$ cat config.mk
export PLATFORM = sky130hd
export DESIGN_NAME = cgo_clk_ctrl
export DESIGN_NICKNAME = d
export VERILOG_FILES = /design/src/hdl/cgo_pkg.sv /design/src/hdl/cgo_obs_if.sv /design/src/hdl/cgo_clk_ctrl.sv /design/src/hdl/cgo_obs_mux.sv
export SDC_FILE = /design/constraint.sdc
export NUM_CORES = 1
export LEC_CHECK = 0
export ABC_AREA = 0
export CAP_MARGIN = 20
export CORE_UTILIZATION = 40
export DETAILED_ROUTE_END_ITERATION = 6
export DONT_BUFFER_PORTS = 1
export GPL_ROUTABILITY_DRIVEN = 0
export PLACE_DENSITY_LB_ADDON = 0.3
export SYNTH_ARGS = -nofsm -noshare
export SYNTH_HDL_FRONTEND = slang
export SYNTH_SLANG_ARGS = --single-unit
$ cat constraint.sdc
create_clock -name clk_in -period 2.05 [get_ports clk_in]
set_input_delay 0.41 -clock clk_in [delete_from_list [all_inputs] [get_ports clk_in]]
set_output_delay 0.41 -clock clk_in [all_outputs]
set_load 0.02 [all_outputs]
$ cat src/hdl/cgo_pkg.sv
/*
  constants for the peripheral clock gating and observe block:
  register offsets, write masks, reset values, field positions
  and observe source codes.
  assumes a 16-bit register port addressed by word index.
*/
package cgo_pkg;
  // register index on the plain register port
  localparam logic [7:0] OBS_SEL_ADDR = 8'h0a;
  localparam logic [7:0] RATE_ADDR = 8'h0b;
  localparam logic [7:0] ENA_ADDR = 8'h0c;
  // values after reset; observe starts switched off
  localparam logic [15:0] OBS_SEL_RST = 16'h0020;
  localparam logic [15:0] RATE_RST = 16'h0000;
  localparam logic [15:0] ENA_RST = 16'h0000;
  // writable bits; everything else is reserved and reads zero
  localparam logic [15:0] OBS_SEL_MASK = 16'h03ff;
  localparam logic [15:0] RATE_MASK = 16'hf000;
  localparam logic [15:0] ENA_MASK = 16'hf47d;
  // observe select fields
  localparam int OBS_OFF_BIT = 5;
  localparam int ALT_SEL_LSB = 6;
  localparam int SRC_LSB = 0;
  // rate register fields
  localparam int TMRB_RATE_BIT = 15;
  localparam int TMRA_RATE_BIT = 14;
  localparam int PWM_RATE_BIT = 13;
  localparam int I2C_RATE_BIT = 12;
  // enable register fields
  localparam int COMPARATOR_B_CLOCK_ON_ON_BIT = 15;
  localparam int COMPARATOR_A_CLOCK_ON_ON_BIT = 14;
  localparam int CONVERTER_OUT_ONE_CLOCK_ON_ON_BIT = 13;
  localparam int CONVERTER_OUT_ZERO_CLOCK_ON_ON_BIT = 12;
  localparam int ADC_ON_BIT = 10;
  // observe source codes
  localparam logic [4:0] SRC_SYS = 5'h00;
  localparam logic [4:0] SRC_PERIPH = 5'h01;
  localparam logic [4:0] SRC_TRIPLE = 5'h02;
endpackage : cgo_pkg
$ cat src/hdl/cgo_obs_if.sv
/*
  carrier between the register side and the clock pin mux.
  assumes both ends sit in the same top module.
*/
interface cgo_obs_if;
  logic obs_off; // observe output switched off
  logic [4:0] obs_src; // observe source code
  logic [3:0] alt_sel; // port a pins take clocks
  logic pll_ok; // triple rate clock exists
  logic clk_sys; // system clock
  logic clk_periph; // continuous peripheral clock
  logic clk_2x; // double rate clock
  logic clk_3x; // triple rate clock
  logic clk_rosc; // relaxation oscillator clock
  logic [3:0] pwm; // pwm channel outputs
  logic [3:0] pin_a; // port a peripheral outputs
  logic obs_clk; // observed clock
  modport ctrl(
    output obs_off, obs_src, alt_sel, pll_ok, clk_sys, clk_periph,
    output clk_2x, clk_3x, clk_rosc, pwm,
    input pin_a, obs_clk
  );
  modport mux(
    input obs_off, obs_src, alt_sel, pll_ok, clk_sys, clk_periph,
    input clk_2x, clk_3x, clk_rosc, pwm,
    output pin_a, obs_clk
  );
endinterface : cgo_obs_if

$ cat src/hdl/cgo_clk_ctrl.sv
/*
  peripheral clock gating, rate select and clock observe control.
  holds three 16-bit registers on a plain register port and
  drives per-peripheral gate enables, fast-rate selects and the
  clock pins of port a and port b pin four.
  assumes the gate enables feed glitch-free clock gate cells in
  each peripheral, and that the stop request, stop-keep bits,
  port b function select and peripheral selects come from logic
  on the system clock. pll status arrives from another domain.
*/
// Our own choice: the address-and-strobe port.
module cgo_clk_ctrl (
  input wire logic clk_in,
  input wire logic nrst_in,
  input wire logic [7:0] addr_in,
  input wire logic [15:0] wdata_in,
  input wire logic wr_in,
  input wire logic rd_in,
  output logic [15:0] rdata_out,
  input wire logic pll_on_in,
  input wire logic stop_mode_in,
  input wire logic [15:0] stop_keep_in,
  input wire logic [15:0] periph_sel_in,
  output logic [15:0] access_ok_out,
  output logic [15:0] periph_clk_on_out,
  output logic timer_b_fast_out,
  output logic timer_a_fast_out,
  output logic pwm_fast_out,
  output logic i2c_run_fast_out,
  input wire logic clk_periph_in,
  input wire logic clk_2x_in,
  input wire logic clk_3x_in,
  input wire logic clk_rosc_in,
  input wire logic [3:0] pwm_in,
  output logic [3:0] port_a_pins_out,
  input wire logic port_b_function_select_in,
  output logic port_b_pin_four_out
);

  // software visible registers, reserved bits held at zero
  logic [15:0] obs_sel_ff; // observe and port a select
  logic [15:0] rate_ff; // fast rate bits
  logic [15:0] ena_ff; // clock enable bits
  logic [15:0] rdata_ff; // read data, one cycle late
  logic [15:0] nxt_rdata;
  // gate enables after the stop override
  logic [15:0] clk_on_ff;
  logic [15:0] nxt_clk_on;
  // pll status synchroniser and filtered level
  logic pll_s1_ff;
  logic pll_s2_ff;
  logic pll_s3_ff;
  logic pll_ok_ff;
  // registered fast selects
  logic [3:0] fast_ff;
  logic [3:0] nxt_fast;
  // write decode
  logic wr_obs;
  logic wr_rate;
  logic wr_ena;

  // pin mux carrier
  cgo_obs_if obs_bus ();

  // address decode for the write strobes; the read mux decodes on its own
  function automatic logic hit(input logic [7:0] a, input logic [7:0] r);
    hit = (a == r);
  endfunction : hit

  assign wr_obs = wr_in & hit(addr_in, cgo_pkg::OBS_SEL_ADDR);
  assign wr_rate = wr_in & hit(addr_in, cgo_pkg::RATE_ADDR);
  assign wr_ena = wr_in & hit(addr_in, cgo_pkg::ENA_ADDR);

  // observe select register
  always_ff @(posedge clk_in) begin
    if (!nrst_in) begin
      obs_sel_ff <= cgo_pkg::OBS_SEL_RST;
    end else if (wr_obs) begin
      obs_sel_ff <= wdata_in & cgo_pkg::OBS_SEL_MASK;
    end
  end

  // rate register; only the top four bits exist
  always_ff @(posedge clk_in) begin
    if (!nrst_in) begin
      rate_ff <= cgo_pkg::RATE_RST;
    end else if (wr_rate) begin
      rate_ff <= wdata_in & cgo_pkg::RATE_MASK;
    end
  end

  // clock enable register
  always_ff @(posedge clk_in) begin
    if (!nrst_in) begin
      ena_ff <= cgo_pkg::ENA_RST;
    end else if (wr_ena) begin
      ena_ff <= wdata_in & cgo_pkg::ENA_MASK;
    end
  end

  // read mux: unmapped addresses and idle cycles return zero
  always_comb begin
    nxt_rdata = 16'h0000;
    if (rd_in) begin
      case (addr_in)
        cgo_pkg::OBS_SEL_ADDR: nxt_rdata = obs_sel_ff;
        cgo_pkg::RATE_ADDR: nxt_rdata = rate_ff;
        cgo_pkg::ENA_ADDR: nxt_rdata = ena_ff;
        default: nxt_rdata = 16'h0000;
      endcase
    end
  end

  // read data stands only in the cycle after the strobe
  always_ff @(posedge clk_in) begin
    if (!nrst_in) begin
      rdata_ff <= 16'h0000;
    end else begin
      rdata_ff <= nxt_rdata;
    end
  end

  assign rdata_out = rdata_ff;

  // pll status comes from the clock generator domain
  always_ff @(posedge clk_in) begin
    if (!nrst_in) begin
      pll_s1_ff <= 1'b0;
      pll_s2_ff <= 1'b0;
      pll_s3_ff <= 1'b0;
    end else begin
      pll_s1_ff <= pll_on_in;
      pll_s2_ff <= pll_s1_ff;
      pll_s3_ff <= pll_s2_ff;
    end
  end

  // a change counts only once the last two stages agree
  always_ff @(posedge clk_in) begin
    if (!nrst_in) begin
      pll_ok_ff <= 1'b0;
    end else if (pll_s2_ff == pll_s3_ff) begin
      pll_ok_ff <= pll_s3_ff;
    end
  end

  // fast selects: a set bit without the pll falls back to the
  // system rate rather than starving the peripheral of a clock
  always_comb begin
    nxt_fast[3] = rate_ff[cgo_pkg::TMRB_RATE_BIT] & pll_ok_ff;
    nxt_fast[2] = rate_ff[cgo_pkg::TMRA_RATE_BIT] & pll_ok_ff;
    nxt_fast[1] = rate_ff[cgo_pkg::PWM_RATE_BIT] & pll_ok_ff;
    nxt_fast[0] = rate_ff[cgo_pkg::I2C_RATE_BIT] & pll_ok_ff;
  end

  // selects are registered so the clock mux cells see clean levels
  always_ff @(posedge clk_in) begin
    if (!nrst_in) begin
      fast_ff <= 4'h0;
    end else begin
      fast_ff <= nxt_fast;
    end
  end

  assign timer_b_fast_out = fast_ff[3];
  assign timer_a_fast_out = fast_ff[2];
  assign pwm_fast_out = fast_ff[1];
  assign i2c_run_fast_out = fast_ff[0];

  // gate enables: enable bit, cleared in stop unless kept.
  // a set bit does not promise a running clock for this reason.
  always_comb begin
    nxt_clk_on = ena_ff & (~{16{stop_mode_in}} | stop_keep_in);
  end

  // enables are flops so the gate cells never see decode glitches
  always_ff @(posedge clk_in) begin
    if (!nrst_in) begin
      clk_on_ff <= 16'h0000;
    end else begin
      clk_on_ff <= nxt_clk_on;
    end
  end

  assign periph_clk_on_out = clk_on_ff;

  assign access_ok_out = periph_sel_in & clk_on_ff;

  // hand the select fields and clocks to the pin mux
  assign obs_bus.obs_off = obs_sel_ff[cgo_pkg::OBS_OFF_BIT];
  assign obs_bus.obs_src = obs_sel_ff[cgo_pkg::SRC_LSB +: 5];
  assign obs_bus.alt_sel = obs_sel_ff[cgo_pkg::ALT_SEL_LSB +: 4];
  assign obs_bus.pll_ok = pll_ok_ff;
  assign obs_bus.clk_sys = clk_in;
  assign obs_bus.clk_periph = clk_periph_in;
  assign obs_bus.clk_2x = clk_2x_in;
  assign obs_bus.clk_3x = clk_3x_in;
  assign obs_bus.clk_rosc = clk_rosc_in;
  assign obs_bus.pwm = pwm_in;

  // pin mux; test only, glitches on select change are accepted
  cgo_obs_mux u_mux (
    .bus(obs_bus.mux)
  );

  assign port_a_pins_out = obs_bus.pin_a;

  assign port_b_pin_four_out = port_b_function_select_in & obs_bus.obs_clk;
endmodule : cgo_clk_ctrl

$ cat src/hdl/cgo_obs_mux.sv
/*
  combinational clock pin mux for port a and the observe output.
  assumes selects come from flops on the system clock; the
  outputs are test clocks and may glitch on a select change.
*/
module cgo_obs_mux (
  cgo_obs_if.mux bus
);
  // port a: pwm channel or an internal clock per pin
  always_comb begin
    bus.pin_a[3] = bus.alt_sel[3] ? bus.clk_rosc : bus.pwm[3];
    bus.pin_a[2] = bus.alt_sel[2] ? bus.clk_sys : bus.pwm[2];
    bus.pin_a[1] = bus.alt_sel[1] ? bus.clk_2x : bus.pwm[1];
    bus.pin_a[0] = bus.alt_sel[0] ? (bus.clk_3x & bus.pll_ok) : bus.pwm[0];
  end

  // observe source: unknown and test codes hold the output low
  always_comb begin
    bus.obs_clk = 1'b0;
    if (!bus.obs_off) begin
      case (bus.obs_src)
        cgo_pkg::SRC_SYS: bus.obs_clk = bus.clk_sys;
        cgo_pkg::SRC_PERIPH: bus.obs_clk = bus.clk_periph;
        cgo_pkg::SRC_TRIPLE: bus.obs_clk = bus.clk_3x & bus.pll_ok;
        default: bus.obs_clk = 1'b0;
      endcase
    end
  end
endmodule : cgo_obs_mux

==> impl_summary.txt, run 1 <==
----------------------------------------------------
[Status]
  Run status ... completed

[Global route]
  Number of antenna violations at the first check in global routing ... 0
  Largest net degree at the start of global routing ... 52
  Routing usage on met2 ... 0.2718
  Final global-route overflow total ... 0
  Overall global routing resource usage ... 0.1828
  Global routing usage on met1 ... 0.2097
  Met3 global-route usage ... 0.07886
  First-pass GRT wire length ... 8252 um
  Via count of the first global-routing pass ... 1702
  Most Crowded Layer GR ... met2

[Floorplanning]
  Starting density of the core ... 0.4131
  Die width ... 79.96 um
  Core ar. ... 5886 um2
  Number of placement rows ... 28
  Total Die Area ... 6394 um2
  Chip height ... 79.96 um
  I/O pin cnt ... 128

[Timing]
  Worst rel slew slack ... 0.5708
  Achievable clock frequency ... 506.9 MHz
  Worst Slack Setup Final ... 0.06010 ns
  Count of final setup violators ... 0
  Clock Skews ... 0.005705 ns
  Post-layout min period ... 1.990 ns
  Slew Limit Fails ... 0
  Transition time of the tightest slew-check pin ... 0.6371 ns
  Hold slack final ... 0.05275 ns
  Setup repair after global routing missed its margin ... yes
  Final worst path period share ... 0.9707
  Number of failing hold endpoints at the final stage ... 0

[Logic synthesis]
  Post-synthesis sequential area ratio ... 0.4858
  Number of warning messages in the yosys log ... 0
  Count of mapped cells out of synthesis ... 255
  Number of unique standard cell types used by synthesis ... 30
  Area of the mapped netlist ... 2431 um2
  Synthesized area divided by synthesized cell count ... 9.534 um2
  Register bit total from synthesis ... 59

[Setup path]
  Path type of the worst setup path ... clk -> out
  Worst endpoint data arrival time ... 1.58 ns
  Worst reg2reg path startpoint ... obs_sel_ff[0]$_SDFFE_PN0P_
  Maximum fanout count along the critical path ... 2
  Nature of the critical path endpoint ... primary output
  Cells traversed along the worst timing path ... clkbuf_8 -> clkbuf_8 -> mux2_2
  Worst setup path start ... clk_in
  Cell with the largest stage delay on the worst path ... mux2_2
  Required time of the critical path ... 1.64 ns
  Kind of launch point of the worst setup path ... clock port
  Largest stage delay on the critical path ... 0.32 ns
  Cell repeated most along the worst path ... clkbuf_8

[Place]
  Detailed placer's ending HPWL ... 3657 um
  Post-Place Setup Slack ... 0.2866 ns
  Total of buffers placed on input and output ports ... 0
  Instance area at placement ... 2436 um2

[Layout]
  Antenna diode count ... 0
  Design Area, Final ... 2741 um2
  Synthesis-to-finish area growth ... 12.76%
  Fraction of final layout cells with drive strength greater than 1 ... 0.1391
  Layout filler cell count ... 572
  Nets ... 331

[Detailed routing]
  Number of optimization iterations in the first detailed-route pass ... 4
  Avg Vias per Cell ... 5.194
  Detailed-route wire length per cell ... 15.57 um
  Post-DRT Antenna Nets ... 0
  Overall routed net length ... 5308 um
  DR iter-0 viols ... 108
  Via Count ... 1771
  Remaining design rule violation count ... 0

[Pwr]
  Total leakage power ... 1.213 nW
  Total power after layout ... 0.002563 W
  Power density cells ... 935.0 nW/um2
  Largest voltage drop on the vdd net ... 0.4594 mV

[Min path]
  Class of the tightest hold or removal check ... in -> reg
  Startpoint of the lowest-slack hold path ... stop_mode_in

[Clock tree]
  Clock latency of the later-clocked register in the worst-skew pair ... 0.44 ns
  Clock tree from TritonCTS ... yes
  Clk pin slew, worst setup/hold paths ... 0.06 ns

[Job]
  Max-capacitance violation count ... 0

----------------------------------------------------
[cell families after synthesis]
family,after synthesis,synth area share
other,1,0.001543
and+or+nand+nor,105,0.2445
DFF,59,0.4858
AOI/OAI and AO/OA,26,0.06999
muxes,28,0.1168
buffers and inverters,36,0.08132
[cell usage in the layout, fill, tap and decap left out, types with 3 or more instances in the layout]
| cell type | instances |
|---|---|
| dfxtp_1 | 57 |
| nand3_1 | 23 |
| clkbuf_1 | 4 |
| buf_4 | 3 |
| nor2b_1 | 3 |
| and3_1 | 8 |
| mux2_2 | 3 |
| a21oi_1 | 11 |
| conb_1 | 11 |
| and2_1 | 15 |
| a211oi_1 | 10 |
| nand2_1 | 41 |
| inv_1 | 13 |
| mux2i_1 | 25 |
| clkbuf_8 | 16 |
[registers in the layout, summed over array words and instances (netlist names)]
signal,cells
periph_clk_on_out,11
rate_ff,4
pll_s1_ff,1
obs_bus.pll_ok,1
pll_s3_ff,1
rdata_out,15
fast_ff,4
pll_s2_ff,1
obs_sel_ff,10
ena_ff,11
[worst paths after layout]
kind | end | slack (ns) | depth (start not counted)
setup / recovery | port_a_pins_out[2] | 0.06 | 3
hold / removal | periph_clk_on_out[12]$_SDFF_PN0_ | 0.05 | 1
setup reg to reg | rdata_out[0]$_SDFF_PN0_ | 1.14 | 2
hold reg to reg | pll_s2_ff$_SDFF_PN0_ | 0.45 | 1
[timing repair]
item | 4_1_cts | 5_1_grt
gates cloned | 0 | 0
hold buffers | 0 | 0
endpoints found under the setup margin | 1 | 1
gates resized for setup | 4 | 4
pin swaps | 0 | 3
setup buffers | 0 | 0
[layout make-up]
class	count	area, um2	share of cell area
tap	75	93.84	0.03423
clock buffer	20	235.2	0.08581
clock inverter	1	30.03	0.01095
inverter	13	48.80	0.01780
timing repair buffer	3	22.52	0.008215
multi-input combinational	170	1127	0.4112
sequential	59	1184	0.4318
[layer usage]
layer	wire, um	vias up
li1	-	857
met1	2260	819
met2	2485	85
met3	423	10
met4	139	0
met5	0	-
[Yosys cell counts]
cell       count  share of area
nor4_4         1         0.0087
nor2b_1        3         0.0077
conb_1         1         0.0015
and4bb_2       2          0.010
buf_6          2         0.0093
nand3_2        1         0.0041
nor4_1         1         0.0026
nor3_1         2         0.0041
buf_2          2         0.0041
nor4b_4        2          0.020
mux2_2         3          0.014
dfxtp_1       59           0.49
nand3_1       24          0.049
a21oi_1       11          0.023
a21boi_0       1         0.0031
o2111ai_2      1         0.0062
nand2b_1       1         0.0026
nand2_1       41          0.063
o21ai_0        2         0.0041
buf_4         12          0.037
nand3b_1       1         0.0031
and2_2         1         0.0031
inv_1         13          0.020
a211oi_1      11          0.034
clkbuf_1       7          0.011
mux2i_1       25           0.10
and4_1         1         0.0036
and3_1         8          0.021
nor3b_1        1         0.0031
and2_1        15          0.039
[through the flow]
step / setup TNS [ns] / util / cells
2_1_floorplan: 0 / - / 265
3_3_place_gp: 0 / 0.4139 / 320
3_5_place_dp: 0 / 0.4139 / 320
4_1_cts: 0 / 0.4630 / 341
5_1_grt: -0.01760 / 0.4658 / 341
6_report: 0 / 0.4658 / 341
[where the power goes]
part | switching (W) | internal [W] | total [W] | leakage (nW)
logic | 0.0000499 | 0.0000222 | 0.0000722 | 0.593
clock network | 0.000493 | 0.000847 | 0.00134 | 0.144
registers | 0.00000163 | 0.00115 | 0.00115 | 0.476
total | 0.000545 | 0.00202 | 0.00256 | 1.21
[worst max-delay path: cells and delay by family]
kind,cells,cell delay (ns)
mux,1,0.32
buf+inv,2,0.23
(Power assumes the default switching activity.)
==> inputs of run 2 (changes only) <==
- BUFFER_PORTS_ARGS: not set -> -buffer_cell sky130_fd_sc_hd__buf_4
- DONT_BUFFER_PORTS: 1 -> not set
==> impl_summary.txt, run 2 (synthesized netlist as in run 1, its figures left out) <==
----------------------------------------------------
[Layout]
  Commonest non-fill, non-tap cell in the layout ... buf_4
  Leading cell types in the layout, fill and taps excluded ... buf_4, dfxtp_1, nand2_1
  Synthesis-to-finish area growth ... 45.65%
  Nets ... 440
  Antenna diode count ... 0
  Layout filler cell count ... 531
  Register Area ... 1181 um2
  Fraction of final layout cells with drive strength greater than 1 ... 0.3893
  Design Area, Final ... 3541 um2
  Final core utilization ... 0.6016
  Number of flip-flops under the largest register name ... 15
  Area used by multi-input combinational logic ... 1119 um2

[Timing]
  Slew Limit Fails ... 0
  Transition time of the tightest slew-check pin ... 0.5567 ns
  Hold slack final ... 0.1905 ns
  Count of final setup violators ... 0
  Clock Skews ... 0.004645 ns
  Number of failing hold endpoints at the final stage ... 0
  Worst rel slew slack ... 0.6288
  Worst Slack Setup Final ... 0.01604 ns

[Detailed routing]
  Detailed-route wire length per cell ... 13.50 um
  Number of optimization iterations in the first detailed-route pass ... 4
  Post-DRT Antenna Nets ... 0
  Overall routed net length ... 6075 um
  Remaining design rule violation count ... 0
  Avg Vias per Cell ... 4.809
  Via Count ... 2164
  DR iter-0 viols ... 83

[Floorplanning]
  I/O pin cnt ... 128
  Core ar. ... 5886 um2
  Starting density of the core ... 0.4131
  Number of placement rows ... 28
  Chip height ... 79.96 um
  Total Die Area ... 6394 um2
  Die width ... 79.96 um

[Setup path]
  Worst reg2reg path startpoint ... obs_bus.pll_ok$_SDFFE_PN0N_
  Kind of launch point of the worst setup path ... clock port
  Maximum fanout count along the critical path ... 2
  Nature of the critical path endpoint ... primary output
  Worst endpoint data arrival time ... 1.62 ns
  Required time of the critical path ... 1.64 ns
  Path type of the worst setup path ... clk -> out
  Critical R2R Capture ... obs_bus.pll_ok$_SDFFE_PN0N_
  Worst setup path start ... clk_in
  Setup slack of the worst register-to-register path ... 1.15 ns
  Number of cells traversed by the worst register-to-register path ... 2
  Endpoint of the worst setup timing path ... port_a_pins_out[2]

[Pwr]
  Clock network fraction of design power ... 0.494
  Logic pwr share ... 0.073
  Power density cells ... 750.0 nW/um2
  Cell Int Power ... 0.002059 W
  Relative contribution of sequential cells to total power ... 0.434
  Net switching fraction of the power ... 0.2247
  Largest voltage drop on the vdd net ... 0.4572 mV
  Switching power of the nets ... 0.0005966 W
  Total leakage power ... 1.771 nW

[Place]
  Instance area at placement ... 3247 um2
  Post-Place Setup Slack ... 0.2225 ns
  Total of buffers placed on input and output ports ... 105
  Detailed placer's ending HPWL ... 4290 um

[Min path]
  Class of the tightest hold or removal check ... in -> reg

[Clock tree]
  Clock tree from TritonCTS ... yes
  Clk pin slew, worst setup/hold paths ... 0.06 ns
  Clock latency of the later-clocked register in the worst-skew pair ... 0.43 ns
  Hold buffer count at CTS ... 0

[Global route]
  First-pass GRT wire length ... 9377 um
  Most Crowded Layer GR ... met2
  Final global-route overflow total ... 0
  Routing usage on met2 ... 0.3325
  Largest net degree at the start of global routing ... 36
  Via count of the first global-routing pass ... 2098
  Overall global routing resource usage ... 0.2011
  Number of antenna violations at the first check in global routing ... 0
  Global routing usage on met1 ... 0.2103
  Met3 global-route usage ... 0.07200

[Job]
  Max-capacitance violation count ... 0

[Status]
  Run status ... completed

----------------------------------------------------
## run 2: changes by cell type in the layout (fill, tap and decap cells not counted), sizes merged
cell    before  now
buf          3  114
clkbuf      20   13
clkinv       0    5
## run 2: stage by stage
step | std cells | total power (W) | TNS [ns]
finish | 450 | 0.002656 | 0
global placement | 428 | 0.001379 | 0
global route | 450 | 0.002773 | -0.01733
CTS | 449 | 0.002620 | -0.02061
detailed placement | 428 | 0.001383 | 0
floorplan | 265 | 0.001281 | 0
## run 2: how the worst min path moves through the flow
stage | start | end | slack [ns] | cells past startpoint
final | pll_on_in | pll_s1_ff$_SDFF_PN0_ | 0.19 | 2
after global routing | pll_on_in | pll_s1_ff$_SDFF_PN0_ | 0.18 | 2
after CTS | pll_on_in | pll_s1_ff$_SDFF_PN0_ | 0.18 | 2
after detailed placement | pll_s1_ff$_SDFF_PN0_ | pll_s2_ff$_SDFF_PN0_ | 0.42 | 1
after global placement | pll_s1_ff$_SDFF_PN0_ | pll_s2_ff$_SDFF_PN0_ | 0.43 | 1
after floorplan | pll_s1_ff$_SDFF_PN0_ | pll_s2_ff$_SDFF_PN0_ | 0.41 | 1
## run 2: worst max-delay path, stage by stage
cell and delay [ns]:
buf_8 0.10, buf_8 0.11, mux2_4 0.26, buf_6 0.13
## run 2: cell type report
cell class / instances / share of cell area
Sequential cell: 59 / 0.3336
Tap cell: 75 / 0.02650
Clock inverter: 6 / 0.01555
Inverter: 13 / 0.01378
Multi-Input combinational cell: 170 / 0.3159
Timing Repair Buffer: 109 / 0.2311
Clock buffer: 18 / 0.06360
## run 2: timing repair
action / in CTS / in global routing
endpoints found under the hold margin: 0 / 0
setup buffers: 0 / 1
setup endpoints to repair: 2 / 2
pin swaps: 1 / 0
gates resized for setup: 3 / 5
## run 2: metal layers
metal,share of wire,routed length [um]
met3,0.078,473
met4,0.024,147
met2,0.49,2947
met5,0,0
met1,0.41,2507
## run 2: power groups by stage
stage | logic [W] | registers [W] | clock network, W
2_1_floorplan | 0.0000925 | 0.00118 | 0.0000120
3_3_place_gp | 0.000189 | 0.00118 | 0.0000134
3_5_place_dp | 0.000193 | 0.00118 | 0.0000134
4_1_cts | 0.000194 | 0.00115 | 0.00128
5_1_grt | 0.000208 | 0.00115 | 0.00141
6_report | 0.000193 | 0.00115 | 0.00131
